File: src/pcg_pkg.sv
package pcg_pkg;
    localparam logic [11:0] SRCTL0_OFS  = 12'h040;
    localparam logic [11:0] SRCTL1_OFS  = 12'h044;
    localparam logic [11:0] RUNGATE_OFS = 12'h108;
    localparam logic [11:0] SLPGATE_OFS = 12'h118;
    localparam logic [11:0] DSGATE_OFS  = 12'h128;
    localparam logic [11:0] RUNCFG_OFS  = 12'h060;
    localparam logic [11:0] CAP0_OFS    = 12'h010;
    localparam logic [11:0] CAP1_OFS    = 12'h014;
    localparam logic [11:0] PMODE_OFS   = 12'h300;
    localparam logic [11:0] IRQ_STAT_OFS = 12'h304;
    localparam logic [11:0] IRQ_EN_OFS   = 12'h308;
    localparam logic [11:0] IRQ_CLR_OFS  = 12'h30C;
    localparam logic [31:0] GATE_MASK   = 32'h5000007F;
    localparam logic [31:0] SR0_MASK    = 32'h00100008;
    localparam logic [31:0] SR1_MASK    = 32'h07070011;
    localparam logic [31:0] ZERO32      = 32'h00000000;
    localparam int          AUTO_GATE_BIT = 27;
    localparam int          NUM_UNITS   = 9;
    localparam int          NUM_IRQ     = 2;
    localparam int          IRQ_FAULT   = 0;
    localparam int          IRQ_MODE    = 1;
    typedef enum logic [1:0] {PCG_RUN, PCG_SLEEP, PCG_DEEP} pcg_mode_e;
endpackage

File: src/pcg_unit_gate.sv
`timescale 1ns/100ps
module pcg_unit_gate
    import pcg_pkg::*;
(
    input  wire logic clk,
    input  wire logic rst,
    input  wire logic enable,
    input  wire logic unit_sel,
    output logic      unit_clk_en,
    output logic      unit_fault
);
    logic en_q;
    logic en_d;

    always_comb begin
        en_d = enable;
    end

    // Enable is registered so the downstream latch-free gate sees a glitch-free level
    always_ff @(posedge clk or posedge rst) begin
        if (rst) begin
            en_q <= 1'b0;
        end else begin
            en_q <= en_d;
        end
    end

    assign unit_clk_en = en_q;
    assign unit_fault  = unit_sel & ~en_q;
endmodule // pcg_unit_gate

File: src/pcg_top.sv
// Local design decision: register access over Wishbone.
`timescale 1ns/100ps
module pcg_top
    import pcg_pkg::*;
(
    input  wire logic                 clk,
    input  wire logic                 rst,
    input  wire logic                 wb_cyc_i,
    input  wire logic                 wb_stb_i,
    input  wire logic                 wb_we_i,
    input  wire logic [11:0]          wb_adr_i,
    input  wire logic [3:0]           wb_sel_i,
    input  wire logic [31:0]          wb_dat_i,
    output logic      [31:0]          wb_dat_o,
    output logic                      wb_ack_o,
    output logic                      wb_err_o,
    input  wire logic                 unit_access,
    input  wire logic [NUM_UNITS-1:0] unit_sel,
    output logic                      unit_fault,
    output logic      [NUM_UNITS-1:0] unit_clk_en,
    output logic      [31:0]          periph_reset,
    output logic                      irq
);
    logic [31:0] run_gate_q, run_gate_d;
    logic [31:0] sleep_gate_q, sleep_gate_d;
    logic [31:0] deep_gate_q, deep_gate_d;
    logic [31:0] run_cfg_q, run_cfg_d;
    logic [31:0] cap_first_q, cap_first_d;
    logic [31:0] cap_second_q, cap_second_d;
    logic [31:0] sr0_q, sr0_d;
    logic [31:0] sr1_q, sr1_d;
    logic [1:0]  mode_q, mode_d;
    logic [NUM_IRQ-1:0] ist_q, ist_d;
    logic [NUM_IRQ-1:0] ien_q, ien_d;
    logic        ack_q, ack_d;
    logic [31:0] rdat_q, rdat_d;
    logic [31:0] wmask;
    logic [31:0] wval;
    logic [31:0] active_gate;
    logic [31:0] rd_mux;
    logic [NUM_UNITS-1:0] unit_en;
    logic [NUM_UNITS-1:0] unit_flt;
    logic        req;
    logic        wr;
    logic        mode_chg;
    pcg_mode_e   mode_now;

    assign req = wb_cyc_i & wb_stb_i & ~ack_q;
    assign wr  = req & wb_we_i;
    assign wmask = {{8{wb_sel_i[3]}}, {8{wb_sel_i[2]}}, {8{wb_sel_i[1]}}, {8{wb_sel_i[0]}}};
    assign wval  = wb_dat_i & wmask;
    assign mode_now = pcg_mode_e'(mode_q);

    // Gating register selection by power mode
    always_comb begin
        unique case (mode_now)
            PCG_RUN:   active_gate = run_gate_q;
            PCG_SLEEP: active_gate = run_cfg_q[AUTO_GATE_BIT] ?
                                     sleep_gate_q : run_gate_q;
            PCG_DEEP:  active_gate = run_cfg_q[AUTO_GATE_BIT] ?
                                     deep_gate_q : run_gate_q;
            default:   active_gate = run_gate_q;
        endcase
    end

    // Unit order: ports A..G, MAC, PHY
    assign unit_en = {active_gate[30], active_gate[28], active_gate[6:0]};

    genvar g;
    generate
        for (g = 0; g < NUM_UNITS; g++) begin : gen_gate
            pcg_unit_gate u_gate (
                .clk         (clk),
                .rst         (rst),
                .enable      (unit_en[g]),
                .unit_sel    (unit_sel[g]),
                .unit_clk_en (unit_clk_en[g]),
                .unit_fault  (unit_flt[g])
            );
        end
    endgenerate

    assign unit_fault = unit_access & (|unit_flt);
    assign mode_chg   = wr & (wb_adr_i == PMODE_OFS) & wb_sel_i[0];

    // Register writes
    always_comb begin
        run_gate_d   = run_gate_q;
        sleep_gate_d = sleep_gate_q;
        deep_gate_d  = deep_gate_q;
        run_cfg_d    = run_cfg_q;
        cap_first_d  = cap_first_q;
        cap_second_d = cap_second_q;
        sr0_d        = sr0_q;
        sr1_d        = sr1_q;
        mode_d       = mode_q;
        ien_d        = ien_q;
        ist_d        = ist_q;
        if (wr) begin
            unique case (wb_adr_i)
                RUNGATE_OFS: run_gate_d   = (run_gate_q & ~wmask) | (wval & GATE_MASK);
                SLPGATE_OFS: sleep_gate_d = (sleep_gate_q & ~wmask) | (wval & GATE_MASK);
                DSGATE_OFS:  deep_gate_d  = ((deep_gate_q & ~wmask) | wval) & GATE_MASK;
                RUNCFG_OFS:  run_cfg_d    = (run_cfg_q & ~wmask) | wval;
                CAP0_OFS:    cap_first_d  = (cap_first_q & ~wmask) | wval;
                CAP1_OFS:    cap_second_d = (cap_second_q & ~wmask) | wval;
                SRCTL0_OFS:  sr0_d = (sr0_q & ~(wmask & cap_first_q & SR0_MASK))
                                   | (wval & cap_first_q & SR0_MASK);
                SRCTL1_OFS:  sr1_d = (sr1_q & ~(wmask & cap_second_q & SR1_MASK))
                                   | (wval & cap_second_q & SR1_MASK);
                PMODE_OFS:   if (wb_sel_i[0] && wb_dat_i[1:0] != 2'h3) begin
                    mode_d = wb_dat_i[1:0];
                end
                IRQ_EN_OFS:  if (wb_sel_i[0]) begin
                    ien_d = wb_dat_i[NUM_IRQ-1:0];
                end
                IRQ_CLR_OFS: if (wb_sel_i[0]) begin
                    ist_d = ist_q & ~wb_dat_i[NUM_IRQ-1:0];
                end
                default: ;
            endcase
        end
        // Set wins over a clear in the same cycle
        if (unit_fault) begin
            ist_d[IRQ_FAULT] = 1'b1;
        end
        if (mode_chg) begin
            ist_d[IRQ_MODE] = 1'b1;
        end
    end

    always_comb begin
        unique case (wb_adr_i)
            RUNGATE_OFS:  rd_mux = run_gate_q;
            SLPGATE_OFS:  rd_mux = sleep_gate_q;
            DSGATE_OFS:   rd_mux = deep_gate_q;
            RUNCFG_OFS:   rd_mux = run_cfg_q;
            CAP0_OFS:     rd_mux = cap_first_q;
            CAP1_OFS:     rd_mux = cap_second_q;
            SRCTL0_OFS:   rd_mux = sr0_q;
            SRCTL1_OFS:   rd_mux = sr1_q;
            PMODE_OFS:    rd_mux = {30'h00000000, mode_q};
            IRQ_STAT_OFS: rd_mux = {30'h00000000, ist_q};
            IRQ_EN_OFS:   rd_mux = {30'h00000000, ien_q};
            default:      rd_mux = ZERO32;
        endcase
    end

    always_comb begin
        ack_d  = req;
        rdat_d = (req && !wb_we_i) ? rd_mux : rdat_q;
    end

    always_ff @(posedge clk or posedge rst) begin
        if (rst) begin
            run_gate_q   <= ZERO32;
            sleep_gate_q <= ZERO32;
            deep_gate_q  <= ZERO32;
            run_cfg_q    <= ZERO32;
            cap_first_q  <= SR0_MASK;
            cap_second_q <= SR1_MASK;
            sr0_q        <= ZERO32;
            sr1_q        <= ZERO32;
            mode_q       <= 2'h0;
            ist_q        <= '0;
            ien_q        <= '0;
            ack_q        <= 1'b0;
            rdat_q       <= ZERO32;
        end else begin
            run_gate_q   <= run_gate_d;
            sleep_gate_q <= sleep_gate_d;
            deep_gate_q  <= deep_gate_d;
            run_cfg_q    <= run_cfg_d;
            cap_first_q  <= cap_first_d;
            cap_second_q <= cap_second_d;
            sr0_q        <= sr0_d;
            sr1_q        <= sr1_d;
            mode_q       <= mode_d;
            ist_q        <= ist_d;
            ien_q        <= ien_d;
            ack_q        <= ack_d;
            rdat_q       <= rdat_d;
        end
    end

    assign wb_ack_o = ack_q;
    assign wb_err_o = 1'b0;
    assign wb_dat_o = rdat_q;
    assign periph_reset = sr0_q | sr1_q;
    assign irq = |(ist_q & ien_q);
endmodule // pcg_top

File: config.mk
export PLATFORM = sky130hd
export DESIGN_NAME = pcg_top
export DESIGN_NICKNAME = d
export VERILOG_FILES = /design/src/pcg_pkg.sv /design/src/pcg_unit_gate.sv /design/src/pcg_top.sv
export SDC_FILE = /design/constraint.sdc
export NUM_CORES = 1
export LEC_CHECK = 0
export BUFFER_PORTS_ARGS = -buffer_cell sky130_fd_sc_hd__buf_2
export CAP_MARGIN = 5
export CORE_MARGIN = 2
export CORE_UTILIZATION = 50
export CTS_CLUSTER_SIZE = 25
export DETAILED_ROUTE_END_ITERATION = 10
export PLACE_DENSITY = 0.79
export SYNTH_ARGS = -nofsm -noshare
export SYNTH_HDL_FRONTEND = slang
export SYNTH_SLANG_ARGS = --single-unit
export TNS_END_PERCENT = 10
File: constraint.sdc
create_clock -name clk -period 13.9 [get_ports clk]
set_input_delay 4.17 -clock clk [delete_from_list [all_inputs] [get_ports clk]]
set_output_delay 4.17 -clock clk [all_outputs]
set_load 0.02 [all_outputs]
---- After elaboration in Yosys (flattened, before gate mapping) ----
Index checks and enable logic that the tools add are counted.
operators by class
  shift-type cells ........................ 0
  reduce and logical (&&, ||, !) cells .... 23
  magnitude comparators ................... 0
  multipliers ............................. 0
  bitwise logic cells ..................... 53
  muxes and demuxes ....................... 9
  eq/ne operators ......................... 15
  add/subtract/negate cells ............... 0
  divide/modulo/power cells ............... 0
operators by type and width
  cell                                                                number
  32-bit case mux with 11 select lines                                1
  32-bit bitwise AND                                                  8
  32-bit bitwise OR                                                   4
  32-bit by 31-bit bitwise OR with 32-bit output                      2
  31-bit 2-to-1 mux                                                   2
  31-bit case mux with 2 select lines                                 1
  27-bit bitwise AND                                                  2
  12-bit by 10-bit == test with 1-bit output (second input constant)  4
  21-bit bitwise AND                                                  2
  12-bit by 7-bit == test with 1-bit output (second input constant)   3
  12-bit by 9-bit == test with 1-bit output (second input constant)   3
  21-bit NOT with 32-bit output                                       1
  27-bit NOT with 32-bit output                                       1
  32-bit NOT                                                          1
  32-bit by 21-bit bitwise OR with 32-bit output                      1
  32-bit by 27-bit bitwise OR with 32-bit output                      1
  31-bit bitwise AND                                                  1
  31-bit bitwise OR                                                   1
  12-bit by 5-bit == test with 1-bit output (second input constant)   2
  2-bit AND reduction                                                 8
  1-bit bitwise AND                                                   15
  3-bit AND reduction                                                 4
  2-bit nonzero test                                                  6
  1-bit NOT                                                           10
  11 further kinds                                                    16
storage, ports and cells
  ROM bits ................................ 0
  latch bits .............................. 0
  bits in writable memories ............... 0
  input bits .............................. 63
  memories ................................ 0
  flip-flop bits (word level) ............. 281
  logic and storage cells ................. 123
  output and inout bits ................... 77

---- Depth between registers and ports, before layout ----
Gate-level depths: netlist of run 1.
  depth after elaboration ................. 7
  depth in mapped cells ................... 7

---- Modules after synthesis ----
From an unflattened synthesis of run 1, not the netlist that was laid out.
second synthesis, totals
  cells, all modules ...................... 841
  area total of the unflattened synthesis .. 10367.4 sq um
modules (own cells, without submodules)
  module         area an instance (sq um)  sequential area each (sq um)  cells each  instances
  pcg_top        9984.6                    5467.7                        814         1
  pcg_unit_gate  42.5                      25.0                          3           9

---- Worst setup path before layout of run 1 ----
No wires, ideal clock.
  path kind ............................... input to output
  start ................................... input unit_sel[4]
  end ..................................... output unit_fault
  path buffers ............................ 0
  slack ................................... 5.055 ns
  arrival ................................. 4.675 ns
  cell stages on the path ................. 3
  path through ............................ inv_1 o221ai_1 o31a_1
on the way
  cells in the longest elaborated chain, start to end .. 3
RTL lines
  element             RTL line             RTL
  start, declared     pcg_top.sv:18        input wire logic [NUM_UNITS-1:0] unit_sel,
  1-bit bitwise AND   pcg_unit_gate.sv:29  assign unit_fault = unit_sel & ~en_q;
  9-bit OR reduction  pcg_top.sv:83        assign unit_fault = unit_access & (|unit_flt);
  1-bit bitwise AND   pcg_top.sv:83
  end, declared       pcg_top.sv:19        output logic unit_fault,
No other way between the ends.

---- Final worst setup path of run 1 ----
  start ................................... input unit_sel[1]
  end ..................................... output unit_fault
Same word-level chain as after synthesis.

==> metrics.cfg, run 1 <==
[cts]
cts_resized = 0
insertion_delay_ns = 0.51
cts_setup_buffers = 0
holdBufCountCts = 0
clkSinkCount = 227
ctsLongestPathBuffers = 3
cts_tree = done
cts-root-buf = clkbuf_16
cts_max_level = 1
cts.clk_slew.worst_paths_ns = 0.06
numCtsBuffers = 24

[sta]
relSlewSlack_pct = 17.0
fin_skew_ns = 0.00951
fin_ws_ns = 4.83
period_minus_slack_ns = 9.07
grt_setup_unrepaired = false
hold_viol_final = 0
slew_violations = 0
finalSetupTns_ns = 0
period_share_pct = 65.2
fmax_mhz = 110
setup_violations = 0
worst_pin_slew_ns = 1.23

[yosys]
postSynthAreaPerCell_um2 = 12.4
yosysMostFrequentCell = dfrtp_1
synth_edf_count = 0
ys_top_cells_by_count = 217 x dfrtp_1, 136 x mux2_2, 47 x nor2b_1
ys_seq_area_share_pct = 54.4
netlist_instances = 844
yosys.area.top_type_share_pct = 51.9
ys_top_cells_by_area = dfrtp_1 52%, mux2_2 15%, nor2b_1 2.8%
yosysWarnings = 0
netlist_area_um2 = 10500
yosysTopAreaCell = dfrtp_1
yosys_register_bits = 227
async_flop_share_pct = 100
synth_cell_types = 68
ys.flop_type = dfrtp_1

[pwr]
p_leak_nw = 5.78
powerDensity_nw_per_um2 = 120
ir_drop_mv = 0.112

[finish]
drive_above_1_share_pct = 35.9
n_antenna_cell = 0
fill_cells = 1620
fin_nets = 1007
finalNonFillerCells = 1228
area_growth_pct = 14.0

[worst_setup_path]
cp-start-kind = input pin
crit_slowest_cell = o31a_1
path_cells = buf_2 > nand2b_1 > o221ai_1 > o31a_1 > buf_2
cp.arrival_ns = 4.90
crit_path_max_incr_delay_ns = 0.30
path_depth = 5
path_max_fanout = 2
crit_end = unit_fault
cp.required_ns = 9.73
cp-startpoint = unit_sel[1]
r2r-start = wb_ack_o
path_buf_inv = 2
crit_family = compound AO/OA/AOI/OAI gates
end_kind = output pin
rrSetupSlack_ns = 11.39
cpMostUsedCell = buf_2
ff2ff_path_depth = 4
timing_worst_setup_path_type = input pin to output pin

[die]
dieWidth_um = 149
core_area_um2 = 20400
num_rows = 52
die_h_um = 149
dieArea_um2 = 22100
initial_core_util_pct = 51.4
io-pin-count = 140

[global_routing]
grt_remaining_overflow = 0
grt_antenna_before_repair = 0
grt_usage_pct = 24.6
grt_pass1_wl_um = 42300
grt_max_degree = 111
grt_pass1_vias = 7489

[worst_hold_path]
hold_path_class = flip-flop to flip-flop

[detailed_routing]
wl_per_cell_um = 21.8
vias = 7446
drtPass1Iterations = 5
drt_iter0_drc = 507
top_layer = met4
route.met2.wl_um = 12700
via_per_inst = 6.06
wl_met3_um = 1910
route.layer.met1.wl_um = 11200
ant_nets = 0
drc = 0
routed_wirelength_um = 26700

[flow_run]
drv_cap = 0

[run_status]
status = completed

[placed_design]
dp.cells = 1186
port_buffers = 116
gp_congestion = 0.824
hpwl_um = 17700
pre_cts_ws_ns = 4.82

## layout by cell type (no fill, tap or decap), types with 17 or more instances in the layout
| master | Yosys | layout |
|---|---|---|
| a22oi_1 | 30 | 30 |
| clkbuf_16 | 0 | 25 |
| nor2_1 | 37 | 37 |
| mux2_2 | 136 | 136 |
| a21oi_1 | 27 | 27 |
| buf_2 | 11 | 116 |
| a221oi_1 | 17 | 17 |
| conb_1 | 1 | 23 |
| nand2_1 | 17 | 17 |
| mux2_1 | 17 | 17 |
| nor2b_1 | 47 | 47 |
| dfrtp_1 | 217 | 217 |
## routing by layer
layer	GRT usage, %	up-vias
met5	0	-
met4	8.33	0
met3	4.29	67
met2	40.3	326
met1	33.6	3786
li1	-	3267
## power breakdown
group | total [W] | internal (W) | leakage, nW | switching [W]
registers | 0.000690 | 0.000679 | 3.06 | 0.0000111
clock network | 0.000623 | 0.000368 | 0.375 | 0.000255
logic | 0.000119 | 0.0000351 | 2.35 | 0.0000843
## worst min-delay path by stage
stage / endpoint / slack, ns / depth (start not counted)
finish: flip-flop / 0.49 / 1
global route: flip-flop / 0.50 / 1
CTS: flip-flop / 0.49 / 1
detailed placement: flip-flop / 0.47 / 1
global placement: flip-flop / 0.47 / 1
floorplan: flip-flop / 0.45 / 1
## kinds of logic (layout without fill, tap and decap cells)
kind of cell             Yosys count  in the layout  synth area share, %
AO/OA/AOI/OAI                    150            150                 10.3
adder cells (fa/ha/maj)            2              2                0.239
buffers and inverters             86            178                 4.40
flip-flops                       227            227                 54.4
multiplexers                     160            160                 17.1
other                              1             23               0.0359
AND/OR/NAND/NOR                  218            218                 13.5
## cell type report
| cell class | count | area, µm² | area share (%) |
|---|---|---|---|
| clock inverters | 6 | 57.6 | 0.483 |
| multi-input cells | 553 | 4420 | 37.1 |
| repair buffers | 127 | 663 | 5.56 |
| inverters | 9 | 41.3 | 0.346 |
| well taps | 270 | 338 | 2.83 |
| clock buffers | 36 | 707 | 5.93 |
| flip-flops and latches | 227 | 5690 | 47.8 |
## per-stage QoR
step / hold slack, ns / util (%) / instance area [µm²] / total power [W]
finish: 0.486 / 58.5 / 11900 / 0.00143
floorplan: 0.452 / - / 10500 / 0.000777
global route: 0.503 / 58.5 / 11900 / 0.00148
CTS: 0.486 / 58.5 / 11900 / 0.00144
detailed placement: 0.471 / 54.8 / 11200 / 0.000822
global placement: 0.467 / 54.8 / 11200 / 0.000820
Note: power is estimated with default switching activity, not from simulation.
==> inputs of run 2 (changes only) <==
- clock period: 13.9 -> 8.99 ns (I/O delays scaled with it)
==> run 2 against run 1 <==
  * Total power grew 63%
  * Register-to-register slack worse by 4.9 ns
  * Critical path depth unchanged
  * Sequential share of layout area is 0.46 points lower
  * Clock skew rose by 0.011 ns
  * Routed wire length up 0.38%
  * Count of clock-buffer cells in the layout is 1 higher
  * Sequential power up 55%
  * First-iteration DRC count increased by 7.1%
  * Worst hold slack about the same
  * Clock power is 73% higher
  * Critical path type unchanged
  * Critical endpoint unchanged
  * Highest routed layer unchanged
==> metrics.cfg, run 2 (synthesis gave the netlist of run 1 again) <==
[cts]
cts_tree = done
ctsLongestPathBuffers = 3
cts-root-buf = clkbuf_16
numCtsBuffers = 24
cts_resized = 0
insertion_delay_ns = 0.52
cts.clk_slew.worst_paths_ns = 0.06
holdBufCountCts = 0
cts_setup_buffers = 0
cts_max_level = 1
clkSinkCount = 227

[detailed_routing]
drtPass1Iterations = 8
route.met2.wl_um = 12700
ant_nets = 0
top_layer = met4
wl_per_cell_um = 21.8
route.layer.met1.wl_um = 11700
drt_iter0_drc = 543
wl_met3_um = 1880
drc = 0
via_per_inst = 6.06
vias = 7459
routed_wirelength_um = 26800

[sta]
period_minus_slack_ns = 6.11
setup_violations = 0
grt_setup_unrepaired = false
worst_pin_slew_ns = 1.15
period_share_pct = 68.0
slew_violations = 0
fin_skew_ns = 0.0201
relSlewSlack_pct = 23.0
fmax_mhz = 164
hold_viol_final = 0
finalSetupTns_ns = 0

[worst_hold_path]
hold_path_class = flip-flop to flip-flop

[global_routing]
grt_pass1_vias = 7533
grt_max_degree = 84
grt_antenna_before_repair = 0
grt_remaining_overflow = 0
grt_usage_pct = 24.5
grt_pass1_wl_um = 42200

[finish]
fill_cells = 1652
final_cell_mix = 217 x dfrtp_1, 136 x mux2_2, 116 x buf_2
layout_commonest_cell = dfrtp_1
drive_above_1_share_pct = 36.3
seqCellArea_um2 = 5690
n_antenna_cell = 0
multi_input_area_um2 = 4420
stdcell_area_um2 = 12000
utilization_pct = 59.1
area_growth_pct = 15.1
fin_nets = 1007

[worst_setup_path]
crit_path_max_incr_delay_ns = 0.30
path_cells = buf_2 > inv_1 > o221ai_1 > o31a_1 > buf_2
cp.required_ns = 6.29
cpMostUsedCell = buf_2
end_kind = output pin
path_max_fanout = 2
rrSetupSlack_ns = 6.49
cp.arrival_ns = 3.41
crit_slowest_cell = o31a_1
cp-start-kind = input pin
timing_worst_setup_path_type = input pin to output pin

[placed_design]
placedInstanceArea_um2 = 11200
gp_congestion = 0.851
port_buffers = 116
hpwl_um = 17700

[die]
core_area_um2 = 20400
die_h_um = 149
initial_core_util_pct = 51.4
io-pin-count = 140
dieWidth_um = 149
num_rows = 52
dieArea_um2 = 22100

[run_status]
status = completed

[flow_run]
drv_cap = 0

[pwr]
p_leak_nw = 5.84
ir_drop_mv = 0.129
finalPower_w = 0.00233
powerDensity_nw_per_um2 = 194

run 2: cell count changes in the layout (fill, tap and decap cells not counted), sizes merged:
cell      change
clkinvlp      -1
bufinv        +3
clkbuf        +1
clkinv        -1
run 2: final timing paths:
| kind | from | to | cells after the start |
|---|---|---|---|
| min | flip-flop | flip-flop | 1 |
| min in group asynchronous | rst | asynchronous set/reset pin | 2 |
| max in group asynchronous | rst | asynchronous set/reset pin | 3 |
| max reg2reg | wb_ack_o | flip-flop | 4 |
| min reg2reg | flip-flop | flip-flop | 1 |
| max | unit_sel[4] | unit_fault | 5 |
run 2: metal layers:
layer  up-vias  track usage (%)
met5         -                0
met4         0             7.00
met3        45             3.59
met2       327             38.8
met1      3813             35.5
li1       3274                -
run 2: through the flow:
stage	worst slack, ns	instances	hold WS (ns)
3_5_place_dp	2.88	1186	0.477
4_1_cts	2.88	1230	0.490
6_report	2.88	1230	0.486
2_1_floorplan	0.0900	866	0.452
3_3_place_gp	2.89	1186	0.463
5_1_grt	2.82	1230	0.508
run 2: worst max-delay path, delay by kind of cell:
family / cells / cell delay (ns)
buffers and inverters: 3 / 0.29
AO/OA/AOI/OAI: 2 / 0.42
run 2: layout make-up:
cell class / count / share of cell area, %
Multi-Input combinational cell: 553 / 36.7
Timing Repair Buffer: 127 / 5.51
Inverter: 9 / 0.343
Sequential cell: 227 / 47.3
Tap cell: 270 / 2.81
Clock buffer: 37 / 6.06
Clock inverter: 7 / 1.25
run 2: where the power goes:
group          switching (W)  leakage, nW  internal [W]
clock network       0.000405        0.431      0.000674
logic               0.000131         2.35     0.0000543
registers          0.0000173         3.06       0.00105
==> inputs of run 3 (changes only) <==
- PLACE_DENSITY: 0.79 -> 0.81
- clock period: 8.99 -> 5.6 ns (I/O delays scaled with it)
==> run 3 against run 2 <==
  * Setup slack worse by 1.4 ns
  * Sequential share of layout area down 0.43 points
  * Combinational power up 66%
  * Clock skew down 0.00080 ns
  * Flip-flop and latch count unchanged
  * Final area up 0.91%
  * Sequential power up 60%
  * First-iteration DRC count up 16%
  * Cell count up 0.98%
==> metrics.cfg, run 3 (synthesis gave the netlist of run 1 again) <==
[run_status]
status = completed

[sta]
slew_violations = 0
period_share_pct = 73.3
period_minus_slack_ns = 4.10
relSlewSlack_pct = 21.9
fmax_mhz = 244
worst_pin_slew_ns = 1.17
hold_viol_final = 0
grt_setup_unrepaired = false
setup_violations = 0
fin_skew_ns = 0.0193
finalSetupTns_ns = 0

[detailed_routing]
routed_wirelength_um = 27300
ant_nets = 0
vias = 7615
wl_per_cell_um = 22.0
drt_iter0_drc = 628
drc = 0
drtPass1Iterations = 5
via_per_inst = 6.13

[worst_hold_path]
min_path_cells = 1
hold_path_class = flip-flop to flip-flop

[cts]
ctsLongestPathBuffers = 3
cts-root-buf = clkbuf_16
cts_max_level = 1
holdBufCountCts = 0
clkSinkCount = 227
cts_setup_buffers = 0
insertion_delay_ns = 0.53
numCtsBuffers = 24
cts.clk_slew.worst_paths_ns = 0.06
cts_tree = done
cts_resized = 0

[finish]
area_growth_pct = 16.1
fill_cells = 1627
fin_nets = 1018
final_cell_mix = 217 x dfrtp_1, 136 x mux2_2, 116 x buf_2
layout_commonest_cell = dfrtp_1
drive_above_1_share_pct = 37.3

[placed_design]
port_buffers = 116
hpwl_um = 18800
gp_congestion = 0.890

[flow_run]
drv_cap = 0

[worst_setup_path]
cp.required_ns = 3.92
path_max_fanout = 2
end_kind = output pin
cp.arrival_ns = 2.42
rrSetupSlack_ns = 3.04
ff2ff_path_depth = 4
cp-start-kind = input pin
r2r-start = wb_ack_o
timing_worst_setup_path_type = input pin to output pin

[global_routing]
grt_remaining_overflow = 0
grt_antenna_before_repair = 1
grt_pass1_vias = 7727
grt_pass1_wl_um = 43200
grt_usage_pct = 25.0
grt_max_degree = 66

[pwr]
p_leak_nw = 5.88
ir_drop_mv = 0.233
finalPower_w = 0.00376
powerDensity_nw_per_um2 = 310

[die]
initial_core_util_pct = 51.4
dieWidth_um = 149
dieArea_um2 = 22100
core_area_um2 = 20400
io-pin-count = 140
die_h_um = 149
num_rows = 52

## run 3: changes by cell type in the layout (fill, tap and decap cells not counted), sizes merged
cell / previous run / this run
buf: 127 / 138
clkbuf: 37 / 27
clkinvlp: 0 / 7
clkinv: 3 / 5
bufinv: 4 / 5
diode: 0 / 1
## run 3: routing by layer
layer	up-vias	GRT usage (%)	wire, µm
li1	3297	-	-
met1	3862	34.7	11400
met2	371	39.6	12800
met3	85	4.29	2110
met4	0	10.0	994
met5	-	0	0
## run 3: how the worst max path moves through the flow
stage / end / cells after the start / slack [ns] / start
2_1_floorplan: asynchronous set/reset pin / 1 / 0.96 / rst
3_3_place_gp: flip-flop / 5 / 1.09 / wb_adr_i[2]
3_5_place_dp: flip-flop / 5 / 1.04 / wb_adr_i[2]
4_1_cts: unit_fault / 5 / 1.49 / unit_sel[1]
5_1_grt: unit_fault / 5 / 1.45 / unit_sel[4]
6_report: unit_fault / 5 / 1.50 / unit_sel[1]
## run 3: area by class of cell
class                      count  area, µm²  share of cell area [%]
antenna                        1       2.50                  0.0206
clock buffer                  27        643                    5.30
clock inverter                17        233                    1.92
tap                          270        338                    2.78
sequential                   227       5690                    46.9
timing repair buffer         138        783                    6.45
multi-input combinational    553       4420                    36.4
inverter                       9       37.5                   0.309
## run 3: worst max-delay path: stages
cell and delay, ns:
buf_2 0.09, nand2b_1 0.06, o221ai_1 0.11, o31a_1 0.31, buf_2 0.16
## run 3: per-stage QoR
stage                     cells  setup WS, ns  hold slack [ns]  utilization [%]  instance area [µm²]
final                      1242          1.50            0.490             59.6                12100
after detailed placement   1196          1.04            0.474             55.2                11200
after global routing       1242          1.45            0.511             59.6                12100
after global placement     1196          1.09            0.463             55.2                11200
after CTS                  1240          1.49            0.491             59.5                12100
after floorplan             866         0.962            0.452                -                10500
## run 3: report_power, final
group	leakage, nW	internal, W	total, W	switching (W)
combinational	2.41	0.0000924	0.000308	0.000216
sequential	3.06	0.00168	0.00171	0.0000279
clock	0.412	0.00106	0.00174	0.000680
total	5.88	0.00284	0.00376	0.000924
